==> src/logic/bld_pkg.sv <==
// Shared constants, encodings and helpers of the backlight control link.
// Assumes one 40 MHz clock shared by both ends.
package bld_pkg;

  // ==========================================================
  // Clock and timing
  localparam int CLK_HZ = 40_000_000;
  localparam int CLK_NS = 25;
  localparam int SAMPLE_HZ = 20_000_000;
  localparam int SAMPLE_DIV = CLK_HZ / SAMPLE_HZ;
  localparam int T_WAIT_NS = 150_000;
  localparam int WAIT_CYC = (T_WAIT_NS + CLK_NS - 1) / CLK_NS;
  localparam int T_STEP_NS = 250;
  localparam int STEP_CYC = (T_STEP_NS + CLK_NS - 1) / CLK_NS;
  localparam logic [11:0] STEP_CYC_W = 12'(STEP_CYC);
  localparam int LINK_TIMEOUT_CYC = 16;

  // ==========================================================
  // Duty measurement
  localparam int TOTAL_W = 18;
  localparam logic [10:0] DUTY_FULL = 11'h7FF;
  localparam logic [3:0] DIV_BITS = 4'hB;

  // ==========================================================
  // Device registers on the link
  localparam logic [7:0] OFS_MODE = 8'h02;
  localparam logic [7:0] OFS_PWM = 8'h06;
  localparam logic [7:0] OFS_RAMP = 8'h08;
  localparam logic [7:0] MODE_RST = 8'h98;
  localparam logic [7:0] PWM_RST = 8'h87;
  localparam logic [7:0] RAMP_RST = 8'h00;
  localparam int MODE_BL_BIT = 0;
  localparam int MODE_FS_LSB = 3;
  localparam int PWM_EN_BIT = 7;
  localparam int PWM_POL_BIT = 6;
  localparam int PWM_HYS_LSB = 3;
  localparam int RAMP_PWM_LSB = 4;

  // ==========================================================
  // Host registers on Avalon-MM (byte addresses)
  localparam logic [4:0] HOFS_CTRL = 5'h00;
  localparam logic [4:0] HOFS_PERIOD = 5'h04;
  localparam logic [4:0] HOFS_HIGH = 5'h08;
  localparam logic [4:0] HOFS_CMD = 5'h0C;
  localparam logic [4:0] HOFS_STAT = 5'h10;

  // ==========================================================
  // State encodings
  typedef enum logic [3:0] {
    ST_SHUT = 4'h1,
    ST_STBY = 4'h2,
    ST_ACTIVE = 4'h4,
    ST_RAMPDN = 4'h8
  } bld_dev_state_e;

  typedef enum logic [1:0] {
    HL_IDLE = 2'h1,
    HL_REQ = 2'h2
  } bld_host_state_e;

  // Hysteresis code to LSB count: twice the code
  function automatic logic [10:0] hys_lsbs(input logic [2:0] code);
    hys_lsbs = {7'h00, code, 1'b0};
  endfunction

endpackage

==> src/logic/bld_link_if.sv <==
// Link between host and backlight device: enable, dimming pin, register port.
// Assumes both ends run on the same clock; no clocking block.
`timescale 1ns/1ps

interface bld_link_if;
  logic hardware_enable_pin;
  logic pwm_pin;
  logic bus_req;
  logic bus_write;
  logic [7:0] bus_addr;
  logic [7:0] bus_wdata;
  logic bus_ack;
  logic [7:0] bus_rdata;

  modport dev (
    input hardware_enable_pin, pwm_pin, bus_req, bus_write, bus_addr, bus_wdata,
    output bus_ack, bus_rdata
  );

  modport host (
    output hardware_enable_pin, pwm_pin, bus_req, bus_write, bus_addr, bus_wdata,
    input bus_ack, bus_rdata
  );
endinterface

==> src/logic/bld_duty_meter.sv <==
// Duty ratio meter: samples an active-high level at the sampling rate and
// reports active/total per period as an 11-bit ratio.
// Assumes active_in is synchronous to clk_in.
`timescale 1ns/1ps

module bld_duty_meter (
  input wire logic clk_in, // 40 MHz clock
  input wire logic rst_n_in, // Async reset, active low
  input wire logic clear_in, // Synchronous clear
  input wire logic active_in, // Pin level, already polarity corrected
  output logic [10:0] duty_out, // Last measured ratio
  output logic valid_out // One-cycle pulse on new ratio
);
  import bld_pkg::*;

  typedef struct packed {
    logic [3:0] div;
    logic prev;
    logic [TOTAL_W-1:0] act;
    logic [TOTAL_W-1:0] tot;
    logic [TOTAL_W-1:0] den;
    logic [TOTAL_W:0] rem;
    logic [10:0] q;
    logic [3:0] bits;
    logic busy;
    logic [10:0] duty;
    logic valid;
  } bld_meter_s;

  localparam bld_meter_s METER_RST = '0;

  bld_meter_s r_reg, r_next;
  logic strobe;
  logic [TOTAL_W:0] rem2;

  // ==========================================================
  // Sampling and serial division
  always_comb begin
    r_next = r_reg;
    r_next.valid = 1'b0;
    strobe = (r_reg.div == 4'(SAMPLE_DIV - 1));
    r_next.div = strobe ? 4'h0 : r_reg.div + 4'h1;
    rem2 = {r_reg.rem[TOTAL_W-1:0], 1'b0};
    // One quotient bit per clock; a period is far longer than 11 cycles
    if (r_reg.busy) begin
      if (rem2 >= {1'b0, r_reg.den}) begin
        r_next.rem = rem2 - {1'b0, r_reg.den};
        r_next.q = {r_reg.q[9:0], 1'b1};
      end else begin
        r_next.rem = rem2;
        r_next.q = {r_reg.q[9:0], 1'b0};
      end
      r_next.bits = r_reg.bits - 4'h1;
      if (r_reg.bits == 4'h1) begin
        r_next.busy = 1'b0;
        r_next.duty = r_next.q;
        r_next.valid = 1'b1;
      end
    end
    if (strobe) begin
      r_next.prev = active_in;
      if (active_in && !r_reg.prev) begin
        if (!r_reg.busy && r_reg.tot != '0) begin
          if (r_reg.act >= r_reg.tot) begin
            r_next.duty = DUTY_FULL;
            r_next.valid = 1'b1;
          end else begin
            r_next.busy = 1'b1;
            r_next.rem = {1'b0, r_reg.act};
            r_next.den = r_reg.tot;
            r_next.q = 11'h000;
            r_next.bits = DIV_BITS;
          end
        end
        r_next.act = {{(TOTAL_W-1){1'b0}}, 1'b1};
        r_next.tot = {{(TOTAL_W-1){1'b0}}, 1'b1};
      end else if ((&r_reg.tot) && !r_reg.busy) begin
        // No edge for too long: the pin is held, report 0 or full
        r_next.duty = r_reg.prev ? DUTY_FULL : 11'h000;
        r_next.valid = 1'b1;
        r_next.act = '0;
        r_next.tot = '0;
      end else begin
        r_next.act = r_reg.act + {{(TOTAL_W-1){1'b0}}, active_in};
        r_next.tot = r_reg.tot + {{(TOTAL_W-1){1'b0}}, 1'b1};
      end
    end
    if (clear_in) begin
      r_next = METER_RST;
    end
  end

  always_ff @(posedge clk_in or negedge rst_n_in) begin
    if (!rst_n_in) begin
      r_reg <= METER_RST;
    end else begin
      r_reg <= r_next;
    end
  end

  assign duty_out = r_reg.duty;
  assign valid_out = r_reg.valid;

endmodule // bld_duty_meter

==> src/logic/bld_device.sv <==
// Device end: enable states, link registers and the dimming path that turns
// the dimming pin into a steady LED current level.
// Assumes the host end keeps the link handshake and the power-up wait.
//
// Added by the designer: the register offsets and the Avalon-MM register port.
`timescale 1ns/1ps

// How it works
// - Enable low: shutdown, registers default, bus off
// - Shutdown: no acknowledge to any bus request
// - Enable high: standby, bus answers requests
// - Host waits 150 us after enable rise
// - Enable low cuts current at once
// - Backlight cleared: ramp down, bus stays alive
// - Mode bit 0 switches backlight mode
// - Mode bits 7:3 select full-scale current
// - Control bit 7 enables pin dimming
// - Dimming off: duty taken as full
// - Control bit 6 selects pin polarity
// - Pin sampled at 20 MHz
// - Duty becomes a steady, non-pulsing level
// - Host keeps active pulses at least 0.1 us
// - Host keeps pin between 100 Hz, 100 kHz
// - Duty changes ramp, slope from ramp bits 6:4
// - Duty is 11 bits, hysteresis from bits 5:3
// - Same direction follows; reversal needs hysteresis width
// - Hysteresis width is twice the code
// - Software picks hysteresis by pin frequency
// - Current scales by duty, or unity
module bld_device (
  input wire logic clk_in, // 40 MHz clock
  input wire logic rst_n_in, // Async reset, active low
  bld_link_if.dev link, // Link from the host
  output logic bus_enabled_out, // Register port is live
  output logic led_enable_out, // Current sinks on
  output logic [4:0] full_scale_sink_current_out, // Full-scale current code
  output logic [10:0] dimming_duty_ratio_out, // Duty used for the current
  output logic [10:0] led_level_out, // Ramped current level, 2047 full
  output bld_pkg::bld_dev_state_e state_out // Present state
);
  import bld_pkg::*;

  // ==========================================================
  // State
  typedef struct packed {
    bld_dev_state_e st;
    logic [7:0] mode;
    logic [7:0] pwmc;
    logic [7:0] ramp;
    logic ack;
    logic [7:0] rdata;
    logic up;
    logic [10:0] held;
    logic [10:0] duty;
    logic [10:0] level;
    logic [11:0] tick;
  } bld_dev_s;

  localparam bld_dev_s DEV_RST = '{
    st: ST_SHUT,
    mode: MODE_RST,
    pwmc: PWM_RST,
    ramp: RAMP_RST,
    ack: 1'b0,
    rdata: 8'h00,
    up: 1'b1,
    held: DUTY_FULL,
    duty: DUTY_FULL,
    level: 11'h000,
    tick: 12'h000
  };

  bld_dev_s r_reg, r_next;
  logic pin_active;
  logic meas_valid;
  logic [10:0] meas_duty;
  logic bus_on;
  logic take;
  logic backlight_on;
  logic [10:0] hys;
  logic [10:0] tgt;
  logic [11:0] interval;

  // ==========================================================
  // Duty measurement
  assign pin_active = link.pwm_pin ^ r_reg.pwmc[PWM_POL_BIT];

  bld_duty_meter u_meter (
    .clk_in(clk_in),
    .rst_n_in(rst_n_in),
    .clear_in(!link.hardware_enable_pin),
    .active_in(pin_active),
    .duty_out(meas_duty),
    .valid_out(meas_valid)
  );

  // ==========================================================
  // Next state
  always_comb begin
    r_next = r_reg;
    bus_on = (r_reg.st != ST_SHUT);
    take = link.bus_req && !r_reg.ack && bus_on;
    backlight_on = r_reg.mode[MODE_BL_BIT];
    hys = hys_lsbs(r_reg.pwmc[PWM_HYS_LSB +: 3]);
    tgt = (r_reg.st == ST_ACTIVE) ? r_reg.duty : 11'h000;
    interval = STEP_CYC_W << r_reg.ramp[RAMP_PWM_LSB +: 3];

    // Register port: one-cycle acknowledge per request
    r_next.ack = take;
    if (take) begin
      if (link.bus_write) begin
        unique case (link.bus_addr)
          OFS_MODE: r_next.mode = link.bus_wdata;
          OFS_PWM: r_next.pwmc = link.bus_wdata;
          OFS_RAMP: r_next.ramp = link.bus_wdata;
          default: r_next.mode = r_reg.mode;
        endcase
      end else begin
        unique case (link.bus_addr)
          OFS_MODE: r_next.rdata = r_reg.mode;
          OFS_PWM: r_next.rdata = r_reg.pwmc;
          OFS_RAMP: r_next.rdata = r_reg.ramp;
          default: r_next.rdata = 8'h00;
        endcase
      end
    end

    // Hysteresis: a reversal must reach the programmed width
    if (meas_valid) begin
      if (meas_duty > r_reg.held) begin
        if (r_reg.up || (meas_duty - r_reg.held) >= hys) begin
          r_next.held = meas_duty;
          r_next.up = 1'b1;
        end
      end else if (meas_duty < r_reg.held) begin
        if (!r_reg.up || (r_reg.held - meas_duty) >= hys) begin
          r_next.held = meas_duty;
          r_next.up = 1'b0;
        end
      end
    end

    // Duty into the current: measured when dimming is on, else full
    r_next.duty = r_reg.pwmc[PWM_EN_BIT] ? r_reg.held : DUTY_FULL;

    // Fixed-slope ramp, so ramp time grows with the size of the change
    if (r_reg.level == tgt) begin
      r_next.tick = 12'h000;
    end else if (r_reg.tick >= interval - 12'h001) begin
      r_next.tick = 12'h000;
      if (r_reg.level < tgt) begin
        r_next.level = r_reg.level + 11'h001;
      end else begin
        r_next.level = r_reg.level - 11'h001;
      end
    end else begin
      r_next.tick = r_reg.tick + 12'h001;
    end

    unique case (r_reg.st)
      ST_SHUT: begin
        r_next.st = ST_STBY;
      end
      ST_STBY: begin
        if (backlight_on) begin
          r_next.st = ST_ACTIVE;
        end
      end
      ST_ACTIVE: begin
        if (!backlight_on) begin
          r_next.st = ST_RAMPDN;
        end
      end
      ST_RAMPDN: begin
        if (backlight_on) begin
          r_next.st = ST_ACTIVE;
        end else if (r_reg.level == 11'h000) begin
          r_next.st = ST_STBY;
        end
      end
      default: begin
        r_next.st = ST_SHUT;
      end
    endcase

    // Enable low overrides everything: no ramp, registers back to default
    if (!link.hardware_enable_pin) begin
      r_next = DEV_RST;
    end
  end

  always_ff @(posedge clk_in or negedge rst_n_in) begin
    if (!rst_n_in) begin
      r_reg <= DEV_RST;
    end else begin
      r_reg <= r_next;
    end
  end

  // ==========================================================
  // Outputs
  assign link.bus_ack = r_reg.ack;
  assign link.bus_rdata = r_reg.rdata;
  assign bus_enabled_out = (r_reg.st != ST_SHUT);
  // The level is a held value, never the pin itself, so the current is DC
  assign led_level_out = r_reg.level;
  assign led_enable_out = (r_reg.st == ST_ACTIVE) || (r_reg.st == ST_RAMPDN);
  assign full_scale_sink_current_out = r_reg.mode[MODE_FS_LSB +: 5];
  assign dimming_duty_ratio_out = r_reg.duty;
  assign state_out = r_reg.st;

endmodule // bld_device

==> src/flat_wrapper.sv <==
// flat-port wrapper written by rule: the top's interface ports become plain ports
module bld_device_flat import bld_pkg::*;
  (clk_in, rst_n_in, bus_enabled_out, led_enable_out, full_scale_sink_current_out, dimming_duty_ratio_out, led_level_out, state_out, link_hardware_enable_pin, link_pwm_pin, link_bus_req, link_bus_write, link_bus_addr, link_bus_wdata, link_bus_ack, link_bus_rdata);
  bld_link_if link_i ();
  input wire logic clk_in;
  input wire logic rst_n_in;
  output logic bus_enabled_out;
  output logic led_enable_out;
  output logic [4:0] full_scale_sink_current_out;
  output logic [10:0] dimming_duty_ratio_out;
  output logic [10:0] led_level_out;
  output bld_pkg::bld_dev_state_e state_out;
  input wire logic [$bits(link_i.hardware_enable_pin)-1:0] link_hardware_enable_pin;
  input wire logic [$bits(link_i.pwm_pin)-1:0] link_pwm_pin;
  input wire logic [$bits(link_i.bus_req)-1:0] link_bus_req;
  input wire logic [$bits(link_i.bus_write)-1:0] link_bus_write;
  input wire logic [$bits(link_i.bus_addr)-1:0] link_bus_addr;
  input wire logic [$bits(link_i.bus_wdata)-1:0] link_bus_wdata;
  output wire logic [$bits(link_i.bus_ack)-1:0] link_bus_ack;
  output wire logic [$bits(link_i.bus_rdata)-1:0] link_bus_rdata;
  assign link_i.hardware_enable_pin = link_hardware_enable_pin;
  assign link_i.pwm_pin = link_pwm_pin;
  assign link_i.bus_req = link_bus_req;
  assign link_i.bus_write = link_bus_write;
  assign link_i.bus_addr = link_bus_addr;
  assign link_i.bus_wdata = link_bus_wdata;
  assign link_bus_ack = link_i.bus_ack;
  assign link_bus_rdata = link_i.bus_rdata;
  bld_device u_core (.clk_in(clk_in), .rst_n_in(rst_n_in), .link(link_i), .bus_enabled_out(bus_enabled_out), .led_enable_out(led_enable_out), .full_scale_sink_current_out(full_scale_sink_current_out), .dimming_duty_ratio_out(dimming_duty_ratio_out), .led_level_out(led_level_out), .state_out(state_out));
endmodule
==> config.mk <==
export PLATFORM = sky130hd
export DESIGN_NAME = bld_device_flat
export DESIGN_NICKNAME = d
export VERILOG_FILES = /design/src/logic/bld_pkg.sv /design/src/logic/bld_link_if.sv /design/src/logic/bld_duty_meter.sv /design/src/logic/bld_device.sv /design/src/flat_wrapper.sv
export SDC_FILE = /design/constraint.sdc
export NUM_CORES = 1
export LEC_CHECK = 0
export BUFFER_PORTS_ARGS = -buffer_cell sky130_fd_sc_hd__buf_4
export CORE_ASPECT_RATIO = 1.1
export CORE_MARGIN = 2
export CORE_UTILIZATION = 30
export CTS_BUF_LIST = sky130_fd_sc_hd__clkbuf_16
export CTS_CLUSTER_SIZE = 40
export DETAILED_ROUTE_END_ITERATION = 10
export SYNTH_ARGS = -nofsm -noshare
export SYNTH_HDL_FRONTEND = slang
export SYNTH_SLANG_ARGS = --single-unit
==> constraint.sdc <==
create_clock -name clk_in -period 9.53 [get_ports clk_in]
set_input_delay 2.3825 -clock clk_in [delete_from_list [all_inputs] [get_ports clk_in]]
set_output_delay 2.3825 -clock clk_in [all_outputs]
set_load 0.01 [all_outputs]
==> impl_metrics.yaml <==
worst_setup_path:
  path_class: "flip-flop to flip-flop"
  worst-path-buf-inv: 3
  end_kind: "flip-flop"
  arrival_ps: 5080
  cpPeakStageDelay_ps: 810
  crit_slowest_cell: "nor4b_2"
  cp_max_fo: 13
  startpoint_type: "flip-flop"
  cp_top_family: "simple AND/OR/NAND/NOR gates"
  cp.required_ps: 9890
  path_cells: "nor4b_2, nand2_1, ha_1, nand4_1, o21ai_0, a21oi_1, o31ai_1, buf_4, inv_1, fa_1, inv_1, a21o_1, and4_1, nor3_1, o41ai_1, xnor2_1, or3_1, a21oi_1"
timing:
  period_share_pct: 49.5
  setup_tns_ps: 0
  fin_crit_ps: 4720
  finClkSkew_ps: 10.0
  drv_slew: 0
  relSlewSlack_pct: 20.8
  whs_ps: 488
  grt_setup_unrepaired: "no"
  finalSetupViolations: 0
  hold_violations: 0
  fmax_mhz: 212
  tightest_slew_ps: 1180
logic_synthesis:
  synth_seq_cells: 187
  synth_top_family_by_area: "compound AO/OA/AOI/OAI gates"
  synth_top_area_cell: "dfrtp_1"
  syn_area_sq_mm: 0.0128
  synth-simple-area-share_pct: 16.5
  synth_adder_area_share_pct: 10.7
  synth_edf_count: 0
  synthMuxAreaShare_pct: 6.13
  avgSynthCellArea_sq_um: 8.96
  yosys-top-cells-area: "dfrtp_1 (31%), ha_1 (10%), dfstp_2 (6.4%)"
  synth_cells: 1429
  async_reset_ff_share_pct: 100
  yosysMostFrequentCell: "dfrtp_1"
  yosysWarnings: 0
  synth_xor_area_share_pct: 3.35
  yosysSeqAreaShare_pct: 36.9
  synth_top_area_share_pct: 30.5
  synth_top_flop_cell: "dfrtp_1"
  synth_nets: 1558
  synth_common_cells: "dfrtp_1 (156), nor2_1 (140), nand2_1 (138), ha_1 (103), o21ai_0 (99)"
  synth.distinct_cells: 86
  synth_compound_area_share_pct: 18.9
global_routing:
  grt_pass1_vias: 10100
  grt_usage_pct: 15.3
  grt_first_pass_wirelength_mm: 54.8
  grt_overflow: 0
  grt_max_degree: 117
  antenna_found_initial: 0
layout:
  fin_nets: 1543
  multi_input_area_sq_mm: 0.00714
  largest_reg_flops: 92
  area_growth_pct: 9.81
  antenna_cells: 0
  fillers: 4371
  layout-drive-gt1-share_pct: 12.6
  regArea_sq_mm: 0.00472
floorplan:
  core_sq_mm: 0.0422
  initial_utilization_pct: 30.3
  die_x_um: 201
  fp.dieH_um: 221
  pin_count: 64
  die_area_sq_mm: 0.0443
  fp-row-count: 79
placed_design:
  port-buffer-count: 63
  hpwl_mm: 23.9
  gp_congestion: 0.832
cts:
  cts_tree: "yes"
  hold_buffers: 0
  htree_levels: 4
  cts_sinks: 187
  clk-insertion-delay-late_ps: 440
  clkSlewWorstSetupHoldPaths_ps: 70
  clockRootBuffer: "clkbuf_16"
  clockBufferDepth: 2
  post_cts_resized: 0
  cts_setup_buffers: 0
  cts_inserted_buffers: 17
power:
  pwr-share-seq_pct: 47.5
  switchingPower_uw: 473
  intPower_uw: 1260
  combPwrFrac_pct: 11.3
  p_leak_uw: 0.00625
  clockPowerShare_pct: 41.2
  swShare_pct: 27.2
  vdd_drop_max_uv: 126
  power_density_mw_per_mm2: 124
route:
  wl_per_cell_um: 16.8
  wirelength_mm: 33.5
  final_antenna_net_count: 0
  via_per_inst: 5.19
  first_iter_violations: 704
  first_pass_iters: 5
  drc: 0
  num_vias: 10400
job:
  max_cap_viol_count: 0
hold_path:
  worstHoldPathType: "flip-flop to flip-flop"
outcome:
  status: "finished clean"
==> routing by layer <==
layer  wire length, um  GRT usage, %  part of all wire, %
met1             15200          19.7                   45
met4              1060          6.67                  3.1
met3              1540          2.53                  4.6
met2             15700          25.5                   47
met5                 0             0                    0
==> final timing paths <==
| path | from | to | slack (ps) | depth (start not counted) |
|---|---|---|---|---|
| worst max-delay path | u_core.state_out[1] | u_core.led_level_out[10] | 4810 | 18 |
| worst min-delay path | u_core.link.bus_rdata[2] | u_core.link.bus_rdata[2] | 490 | 2 |
| worst max register to register | u_core.state_out[1] | u_core.led_level_out[10] | 4810 | 18 |
| worst min register to register | u_core.link.bus_rdata[2] | u_core.link.bus_rdata[2] | 490 | 2 |
| max in group asynchronous | rst_n_in | u_core.u_meter.r_reg[58] | 5920 | 2 |
| min in group asynchronous | rst_n_in | u_core.led_level_out[2] | 2040 | 1 |
==> layout by cell type (no fill, tap or decap), drive strengths merged, types with 22 or more instances in the layout <==
master / synthesis / final
and3: 25 / 25
nor2: 141 / 141
nor3: 25 / 25
ha: 103 / 103
nand2: 139 / 139
inv: 95 / 98
xor2: 22 / 22
a21oi: 72 / 72
mux2i: 66 / 66
nand3: 42 / 42
dfstp: 31 / 31
o21ai: 103 / 103
buf: 67 / 72
xnor2: 27 / 27
a21o: 26 / 26
dfrtp: 156 / 156
==> power by group through the flow <==
stage	sequential [uW]	clock [uW]	combinational, uW
after floorplan	834	0	127
after global placement	839	0	193
after detailed placement	839	0	195
after CTS	825	733	196
after global routing	827	766	218
final	825	716	195
==> layout make-up <==
class                           count  area share, %
Multi-Input combinational cell   1039           50.8
Sequential cell                   187           33.6
Tap cell                          567           5.05
Timing Repair Buffer               73           3.94
Clock buffer                       17           3.03
Inverter                           96           2.56
Clock inverter                     15           1.06
==> through the flow <==
step,setup WS (ps),utilization (%),instance area [sq um],total power (uW),cells
floorplan,4870,-,12800,961,1429
global placement,4540,31.9,13500,1030,1962
detailed placement,4510,31.9,13500,1030,1962
CTS,4760,33.3,14100,1750,1994
global route,4320,33.3,14100,1810,1994
finish,4810,33.3,14100,1740,1994
==> logic make-up (layout without fill, tap and decap cells) <==
kind of cell    after synthesis  after routing
simple gates                451            451
compound gates              354            354
buf+inv                     203            201
flops                       187            187
fa+ha+maj                   107            107
mux                          77             77
xor+xnor                     49             49
other cells                   1              1
==> worst reg2reg max path, stage by stage (launching register included) <==
cell and delay, ps:
dfrtp_1 470, nor4b_2 810, nand2_1 140, ha_1 330
nand4_1 120, o21ai_0 160, a21oi_1 70, o31ai_1 270
buf_4 240, inv_1 70, fa_1 390, inv_1 70
a21o_1 120, and4_1 220, nor3_1 70, o41ai_1 490
xnor2_1 120, or3_1 310, a21oi_1 160
(Power assumes the default switching activity.)
